==> config.mk <==
export PLATFORM = sky130hd
export DESIGN_NAME = dsch_status
export DESIGN_NICKNAME = d
export VERILOG_FILES = /design/src/hdl/dsch_pkg.sv /design/src/hdl/dsch_timer.sv /design/src/hdl/dsch_status.sv
export VERILOG_INCLUDE_DIRS = /design/src /design/src/hdl
export SDC_FILE = /design/constraint.sdc
export NUM_CORES = 1
export LEC_CHECK = 0
export BUFFER_PORTS_ARGS = -buffer_cell sky130_fd_sc_hd__buf_2
export CELL_PAD_IN_SITES_DETAIL_PLACEMENT = 0
export CELL_PAD_IN_SITES_GLOBAL_PLACEMENT = 1
export CORE_ASPECT_RATIO = 0.6
export CORE_MARGIN = 1
export CORE_UTILIZATION = 36
export CTS_CLUSTER_DIAMETER = 150
export CTS_CLUSTER_SIZE = 28
export DETAILED_ROUTE_END_ITERATION = 16
export GPL_TIMING_DRIVEN = 0
export PLACE_DENSITY = 0.7
export SYNTH_ARGS = -nofsm -noshare
export SYNTH_HDL_FRONTEND = slang
export SYNTH_SLANG_ARGS = --single-unit
==> constraint.sdc <==
create_clock -name ref_clk -period 1.8 [get_ports ref_clk]
set_input_delay 0 -clock ref_clk [delete_from_list [all_inputs] [get_ports ref_clk]]
set_output_delay 0 -clock ref_clk [all_outputs]
set_load 0.02 [all_outputs]
==> src/hdl/dsch_defines.svh <==
// register indices, bit positions, reset values and cycle counts of the debug status block
`ifndef DSCH_DEFINES_SVH
`define DSCH_DEFINES_SVH

// ------------------------------------------------------------
// register indices on the debug register port
// ------------------------------------------------------------
`define DSCH_IDX_STATUS 3'h1
`define DSCH_IDX_CCR 3'h6

// ------------------------------------------------------------
// status byte bit positions
// ------------------------------------------------------------
`define DSCH_BIT_EN 3'h7
`define DSCH_BIT_ACT 3'h6
`define DSCH_BIT_TAG 3'h5
`define DSCH_BIT_SDV 3'h4
`define DSCH_BIT_STEP 3'h3
`define DSCH_BIT_SW 3'h2
`define DSCH_BIT_UNSECURE_FLAG 3'h1

// ------------------------------------------------------------
// reset values and counts
// ------------------------------------------------------------
`define DSCH_CCR_RST 8'hD8
`define DSCH_STATUS_RST 8'h00
`define DSCH_RD_ZERO 8'h00
`define DSCH_CNT_W 8
`define DSCH_TAG_DELAY 8'h10
`define DSCH_CLOCK_SWITCH_DELAY 8'h96

`endif

==> src/hdl/dsch_pkg.sv <==
// types shared by the debug status and condition-code holding block
package dsch_pkg;

  // who issued a register access
  typedef enum logic [1:0] {
    SRC_HW = 2'b00,
    SRC_FW = 2'b01,
    SRC_SEC = 2'b11
  } dsch_src_t;

  // debug clock selection
  typedef enum logic [1:0] {
    CLK_BUS = 2'b00,
    CLK_ALT = 2'b01,
    CLK_PLL = 2'b11
  } dsch_clk_t;

  // tagging sequence, gray along idle -> arm -> on
  typedef enum logic [1:0] {
    TAG_IDLE = 2'b00,
    TAG_ARM = 2'b01,
    TAG_ON = 2'b11
  } dsch_tag_t;

  // one register access from the command decoder
  typedef struct packed {
    logic valid;
    logic write;
    logic [2:0] index;
    logic [7:0] data;
    dsch_src_t src;
  } dsch_req_t;

  // delay timer state
  typedef struct packed {
    logic [7:0] cnt;
    logic busy;
    logic done;
  } dsch_tmr_t;

  // whole state of the status block
  typedef struct packed {
    logic en;
    logic act;
    logic tag;
    logic data_phase_complete;
    logic step;
    logic sw;
    logic unsecure_flag;
    logic [7:0] ccr;
    dsch_tag_t tagSt;
    logic tagOn;
    logic serOn;
    dsch_clk_t ackSel;
    dsch_clk_t cmdSel;
    dsch_clk_t oldSel;
    logic settled;
    logic secMap;
    logic [7:0] rdData;
  } dsch_state_t;

endpackage

==> src/hdl/dsch_timer.sv <==
// delay timer counting enabled ticks and pulsing when the count runs out
`timescale 1ns/10ps
`include "dsch_defines.svh"
module dsch_timer
  import dsch_pkg::*;
(
  input wire logic ref_clk,
  input wire logic reset,
  input wire logic start,
  input wire logic [`DSCH_CNT_W-1:0] load,
  input wire logic tick,
  output logic done
);

  dsch_tmr_t st;
  dsch_tmr_t next_st;

  // ------------------------------------------------------------
  // next state
  // ------------------------------------------------------------
  // a start while busy reloads, so a second change restarts the wait
  always_comb begin
    next_st = st;
    next_st.done = 1'b0;
    if (start) begin
      next_st.cnt = load;
      next_st.busy = 1'b1;
    end else if (st.busy && tick) begin
      if (st.cnt <= 8'h01) begin
        next_st.busy = 1'b0;
        next_st.done = 1'b1;
      end
      next_st.cnt = st.cnt - 8'h01;
    end
  end

  // ------------------------------------------------------------
  // state register
  // ------------------------------------------------------------
  always_ff @(posedge ref_clk or posedge reset) begin
    if (reset) begin
      st <= '0;
    end else begin
      st <= next_st;
    end
  end

  assign done = st.done;

endmodule

==> src/hdl/dsch_status.sv <==
// debug status flags, clock switch and condition-code holding register
`timescale 1ns/10ps
`include "dsch_defines.svh"
// Operation
// - tag-go sets tagging flag; entry clears it
// - tagging takes over sixteen cycles after write
// - no serial commands served while tagging
// - data phase done sets shift-valid flag
// - next command or exit clears shift-valid
// - single-step flag set, held across repeats
// - other command clears single-step flag
// - clock switch writable by hardware command only
// - new clock settled after 150 old cycles
// - next command times on new clock
// - clock from pll select and switch
// - alternate clock fully synchronous, no limit
// - acknowledge of switching write at new rate
// - unsecure written only by secure firmware
// - secure table mapped in special mode while unsecure is zero
// - passing erase check sets unsecure, unmaps
// - unsecure reads zero secured, resets zero
// - entry copies cpu condition code
// - holding register resets to D8
// - holding register writable, restored to cpu
// - holding register usable as scratch byte
// - enable gates entry, hardware commands allowed
// - active set on entry, cleared by exit
// - registers reached only via debug commands
module dsch_status
  import dsch_pkg::*;
#(
  parameter logic [`DSCH_CNT_W-1:0] TAG_DELAY = `DSCH_TAG_DELAY,
  parameter logic [`DSCH_CNT_W-1:0] CLOCK_SWITCH_DELAY = `DSCH_CLOCK_SWITCH_DELAY
)
(
  input wire logic ref_clk,
  input wire logic reset,
  input wire dsch_req_t regReq,
  input wire logic cmdRecognized,
  input wire logic cmdIsStep,
  input wire logic tagGoExec,
  input wire logic enterBackground,
  input wire logic exitBackground,
  input wire logic dataShifted,
  input wire logic specialMode,
  input wire logic pllSelect,
  input wire logic altClkTick,
  input wire logic [7:0] cpuCcr,
  output logic [7:0] regRdData,
  output logic [7:0] ccrRestore,
  output logic debugEnable,
  output logic debugActive,
  output logic taggingActive,
  output logic serialEnable,
  output logic secureTableMapped,
  output dsch_clk_t ackClkSel,
  output dsch_clk_t cmdClkSel,
  output logic clkSettled
);

  dsch_state_t st;
  dsch_state_t next_st;
  logic entry;
  logic live;
  logic cmdOk;
  logic wrOk;
  logic wrSts;
  logic stdSrc;
  logic tagStart;
  logic tagDone;
  logic swStart;
  logic swDone;
  logic swTick;

  // ------------------------------------------------------------
  // helpers
  // ------------------------------------------------------------
  // debug clock choice
  function automatic dsch_clk_t clkPick(input logic pll, input logic sw);
    dsch_clk_t c;
    c = CLK_BUS;
    if (pll && !sw) begin
      c = CLK_ALT;
    end else if (pll && sw) begin
      c = CLK_PLL;
    end
    return c;
  endfunction

  // status byte, bit zero tied low
  function automatic logic [7:0] statusByte(input dsch_state_t s);
    logic [7:0] b;
    b = `DSCH_STATUS_RST;
    b[`DSCH_BIT_EN] = s.en;
    b[`DSCH_BIT_ACT] = s.act;
    b[`DSCH_BIT_TAG] = s.tag;
    b[`DSCH_BIT_SDV] = s.data_phase_complete;
    b[`DSCH_BIT_STEP] = s.step;
    b[`DSCH_BIT_SW] = s.sw;
    b[`DSCH_BIT_UNSECURE_FLAG] = s.unsecure_flag;
    return b;
  endfunction

  // ------------------------------------------------------------
  // delay timers
  // ------------------------------------------------------------
  // one less than the delay, the flag flop adds the last edge
  dsch_timer u_tagTimer (
    .ref_clk(ref_clk),
    .reset(reset),
    .start(tagStart),
    .load(TAG_DELAY - 8'h01),
    .tick(1'b1),
    .done(tagDone)
  );

  // alternate ticks arrive as enables on this clock, any rate works
  assign swTick = (st.oldSel == CLK_ALT) ? altClkTick : 1'b1;

  // counts cycles of the clock that was in use for the write
  dsch_timer u_swTimer (
    .ref_clk(ref_clk),
    .reset(reset),
    .start(swStart),
    .load(CLOCK_SWITCH_DELAY),
    .tick(swTick),
    .done(swDone)
  );

  // ------------------------------------------------------------
  // next state
  // ------------------------------------------------------------
  // register writes first, hardware events after, so an event beats a write in the same cycle, except a clock switch write that beats swDone
  always_comb begin
    next_st = st;
    tagStart = 1'b0;
    swStart = 1'b0;
    // entry only when enabled and not yet active
    entry = enterBackground && st.en && !st.act;
    // serial side is deaf while tagging runs
    live = st.tagSt != TAG_ON;
    cmdOk = cmdRecognized && live;
    // registers only through the command decoder port
    wrOk = regReq.valid && regReq.write && live;
    wrSts = wrOk && (regReq.index == `DSCH_IDX_STATUS);
    stdSrc = (regReq.src == SRC_HW) || (regReq.src == SRC_FW);

    // general status bits from hardware or standard firmware writes
    if (wrSts && stdSrc) begin
      next_st.en = regReq.data[`DSCH_BIT_EN];
      next_st.data_phase_complete = regReq.data[`DSCH_BIT_SDV];
      next_st.step = regReq.data[`DSCH_BIT_STEP];
    end

    // clock switch from hardware commands only
    if (wrSts && (regReq.src == SRC_HW) && (regReq.data[`DSCH_BIT_SW] != st.sw)) begin
      next_st.sw = regReq.data[`DSCH_BIT_SW];
      next_st.oldSel = st.ackSel;
      next_st.settled = 1'b0;
      swStart = 1'b1;
    end
    // settled once the old clock has run its count
    if (swDone && !swStart) begin
      next_st.settled = 1'b1;
    end
    // acknowledge follows the new selection at once
    next_st.ackSel = clkPick(pllSelect, next_st.sw);
    // serial timing switches at the next command start
    if (cmdOk) begin
      next_st.cmdSel = next_st.ackSel;
    end

    // unsecure only from secure firmware in special mode
    if (wrSts && (regReq.src == SRC_SEC) && specialMode) begin
      // firmware sets it when the erase check passes
      next_st.unsecure_flag = regReq.data[`DSCH_BIT_UNSECURE_FLAG];
    end
    next_st.secMap = specialMode && !next_st.unsecure_flag;

    // single-step flag follows each recognized command served outside tagging
    if (cmdOk) begin
      next_st.step = cmdIsStep;
    end

    // cleared by next command or by exit
    if (cmdOk || exitBackground) begin
      next_st.data_phase_complete = 1'b0;
    end
    // data phase done, wins over a clear
    if (dataShifted && live) begin
      next_st.data_phase_complete = 1'b1;
    end

    // active cleared by the exit store, set on entry
    if (exitBackground) begin
      next_st.act = 1'b0;
    end
    if (entry) begin
      next_st.act = 1'b1;
    end

    // written value restored to cpu, also scratch
    if (wrOk && (regReq.index == `DSCH_IDX_CCR)) begin
      next_st.ccr = regReq.data;
    end
    if (entry) begin
      next_st.ccr = cpuCcr;
    end

    // tag-go or a write of the flag starts the arm sequence
    unique case (st.tagSt)
      TAG_IDLE: begin
        if ((tagGoExec && live) || (wrSts && stdSrc && regReq.data[`DSCH_BIT_TAG])) begin
          next_st.tag = 1'b1;
          next_st.tagSt = TAG_ARM;
          tagStart = 1'b1;
        end
      end
      TAG_ARM: begin
        // hand over to tagging after the delay
        if (tagDone) begin
          next_st.tagSt = TAG_ON;
        end
      end
      TAG_ON: begin
        next_st.tagSt = TAG_ON;
      end
      default: begin
        next_st.tagSt = TAG_IDLE;
      end
    endcase
    if (entry) begin
      next_st.tag = 1'b0;
      next_st.tagSt = TAG_IDLE;
      tagStart = 1'b0;
    end
    next_st.tagOn = next_st.tagSt == TAG_ON;
    next_st.serOn = next_st.tagSt != TAG_ON;

    // read port, unmapped indices read zero
    if (regReq.valid && !regReq.write && live) begin
      unique case (regReq.index)
        `DSCH_IDX_STATUS: next_st.rdData = statusByte(st);
        `DSCH_IDX_CCR: next_st.rdData = st.ccr;
        default: next_st.rdData = `DSCH_RD_ZERO;
      endcase
    end
  end

  // ------------------------------------------------------------
  // state register
  // ------------------------------------------------------------
  // unsecure resets to zero, holding register to D8
  always_ff @(posedge ref_clk or posedge reset) begin
    if (reset) begin
      st <= '0;
      st.ccr <= `DSCH_CCR_RST;
      st.serOn <= 1'b1;
      st.settled <= 1'b1;
    end else begin
      st <= next_st;
    end
  end

  // ------------------------------------------------------------
  // outputs, all from the state register
  // ------------------------------------------------------------
  assign regRdData = st.rdData;
  assign ccrRestore = st.ccr;
  assign debugEnable = st.en;
  assign debugActive = st.act;
  assign taggingActive = st.tagOn;
  assign serialEnable = st.serOn;
  assign secureTableMapped = st.secMap;
  assign ackClkSel = st.ackSel;
  assign cmdClkSel = st.cmdSel;
  assign clkSettled = st.settled;
endmodule

==> reports/metrics.yaml <==
status: "finished, violations left"
violations: "hold timing"
r2r_slack_ps: 90
syn_area_per_cell_um2: 10.31
stdcell_area_um2: 3392
ys.warnings.count: 0
drive_gt1_share_pct: 35.31
holdWs_ps: -0.5581
fin_crit_sh_pct: 95.25
grt_pass1_vias: 2032
drt_first_pass_iters: 4
fin_skew_ps: 6.632
vias: 2015
required_ps: 1940
grt_setup_unrepaired: "yes"
critPathTopFamily: "simple AND/OR/NAND/NOR gates"
synthFlopType: "dfrtp_1"
rows: 23
cts_tree: "yes"
slew_violations: 0
total_power_uw: 4597
relSlewSlack_pct: 50.36
drcViolationCount: 0
min_period_ps: 1715
cp_slowest_cell: "nor4_2"
async_flop_share_pct: 100.0
path_clk_slew_ps: 70
grtUsageMet3_pct: 3.409
arrival_ps: 1860
routedWlPerCell_um: 14.22
grt_max_degree: 41
grt_pass1_wl_um: 10210
core_area_um2: 6907
final.setup.tns_ps: 0
top_usage_layer: "met2"
gr-usage-all-layers_pct: 17.21
tightest_slew_ps: 734.2
start_kind: "register"
layout.nets: 374
postPlaceCellArea_um2: 3083
viasPerCell: 4.752
antenna_left: 0
cts_buffers: 5
synth_edf_count: 0
synth_area_um2: 2659
insertion_delay_ps: 290
drv_cap: 0
dieHeight_um: 68.57
start_util_pct: 38.50
utilization_pct: 49.11
area_growth_pct: 27.58
diodes: 0
path_cells: "and3b_1 > buf_2 > nor4_2 > nor3b_1"
hold_viol_final: 1
root_buffer: "clkbuf_16"
dp_hpwl_um: 4492
overflow: 0
synthDistinctLibCells: 46
clk_path_buf_depth: 2
seq_area_frac_synth_pct: 52.05
grt_util_met2_pct: 26.31
io_pins: 60
cts_max_level: 2
synthCells: 258
p_leak_uw: 0.001673
fp.dieW_um: 112.9
synth-seq-cells: 55
drt_wl_total_um: 6031
powerDensity_nw_per_um2: 1355
drt-initial-drc-count: 61
fmax_ghz: 0.5832
crit_type: "reg2reg"
grt_use_met1_pct: 25.82
gp_congestion: 0.7716
cts_sinks: 55
cp_slowest_stage_delay_ps: 540
cp-end-kind: "register"
io_buffer_count: 59
crit_fanout: 10
antenna_found_initial: 0
vdd_drop_max_mv: 0.5262
hold_class: "in2reg"
synth_nets: 296
worst-path-buf-inv: 1
setup_viol: 0
die_area_um2: 7745
registers in the layout, summed over array words and instances (netlist names):
register / cells
ackClkSel: 2
ccrRestore: 8
clkSettled: 1
cmdClkSel: 2
debugActive: 1
debugEnable: 1
regRdData: 8
secureTableMapped: 1
serialEnable: 1
st: 9
taggingActive: 1
u_swTimer.done: 1
u_swTimer.st: 9
u_tagTimer.done: 1
u_tagTimer.st: 9
cell type report:
cell class | count | area [µm²]
Sequential cell | 55 | 1384
Clock buffer | 8 | 156.4
Timing Repair Buffer | 71 | 417.9
Buffer | 29 | 197.7
Inverter | 8 | 30.03
Fill cell | 676 | 3515
Tap cell | 87 | 108.9
Multi-Input combinational cell | 166 | 1097
through the flow:
step	std cells	setup WS [ps]
after floorplan	258	192.8
after global placement	404	-328.6
after detailed placement	405	-292.3
after CTS	422	16.87
after global routing	424	-41.11
final	424	85.45
power breakdown:
group	switching (µW)	leakage, µW	internal, µW
combinational	834	0.000909	723
clock	421	0.0000772	593
sequential	365	0.000686	1660
total	1620	0.00167	2980
logic make-up after synthesis:
logic type	Yosys count	synth area share, %
multiplexers	15	5.835
XOR/XNOR	13	4.282
AND/OR/NAND/NOR	97	18.87
buffers and inverters	37	8.470
AO/OA/AOI/OAI	37	8.613
adder cells (fa/ha/maj)	4	1.882
flip-flops	55	52.05
placed cells by master, fill, tap and decap left out, types with 3 or more instances in the layout:
cell	Yosys	routed
nand4_1	3	3
xnor2_1	4	4
xor2_1	9	9
clkbuf_1	2	3
dfstp_2	6	6
mux2i_1	11	10
a22oi_1	7	7
inv_1	8	7
mux2_2	4	4
buf_2	5	63
nand2b_1	3	3
dlygate4sd3_1	0	8
nand2_1	41	41
nor2_1	22	21
o21ai_0	22	22
nand3_1	3	3
dfrtp_1	49	49
buf_4	21	24
clkbuf_16	0	5
ha_1	4	4
synth_stat cells, types with 2 or more instances:
| master | n | share of area (%) |
|---|---|---|
| dfrtp_1 | 49 | 46 |
| nand2_1 | 41 | 5.8 |
| nor2_1 | 22 | 3.1 |
| o21ai_0 | 22 | 4.1 |
| buf_4 | 21 | 5.9 |
| mux2i_1 | 11 | 4.1 |
| xor2_1 | 9 | 3.0 |
| inv_1 | 8 | 1.1 |
| a22oi_1 | 7 | 2.0 |
| dfstp_2 | 6 | 5.9 |
| buf_2 | 5 | 0.94 |
| ha_1 | 4 | 1.9 |
| mux2_2 | 4 | 1.7 |
| xnor2_1 | 4 | 1.3 |
| nand2b_1 | 3 | 0.71 |
| nand3_1 | 3 | 0.56 |
| nand4_1 | 3 | 0.71 |
| nor4_1 | 3 | 0.71 |
| and3b_1 | 2 | 0.66 |
| clkbuf_1 | 2 | 0.28 |
| nand4b_1 | 2 | 0.66 |
| nor3_1 | 2 | 0.38 |
| or4_1 | 2 | 0.56 |
path summary, 6_finish.rpt:
path                           startpoint  depth (start not counted)               to
max                           debugEnable                          4  u_tagTimer.done
min                             regReq[8]                          3    ccrRestore[6]
max reg2reg                   debugEnable                          4  u_tagTimer.done
min reg2reg                u_swTimer.done                          2       clkSettled
max in group asynchronous           reset                          4     serialEnable
min in group asynchronous           reset                          3     regRdData[0]
tightest hold or removal path, cell delays in order:
cell and delay, ps:
buf_2 90, mux2i_1 110, o21ai_0 80
what timing repair did:
item / 4_1_cts / 5_1_grt
hold endpoints to repair: 24 / 0
buffers inserted: 1 / 2
hold buffers: 8 / 0
resized for setup: 5 / 4
setup endpoints to repair: 15 / 14
pin swaps: 1 / 1
layer usage:
metal  part of all wire, %  vias to the layer above
li1                      -                     1016
met1                    53                      945
met2                    42                       52
met3                   5.2                        2
met4                  0.32                        0
met5                     0                        -
(Power assumes the default switching activity.)
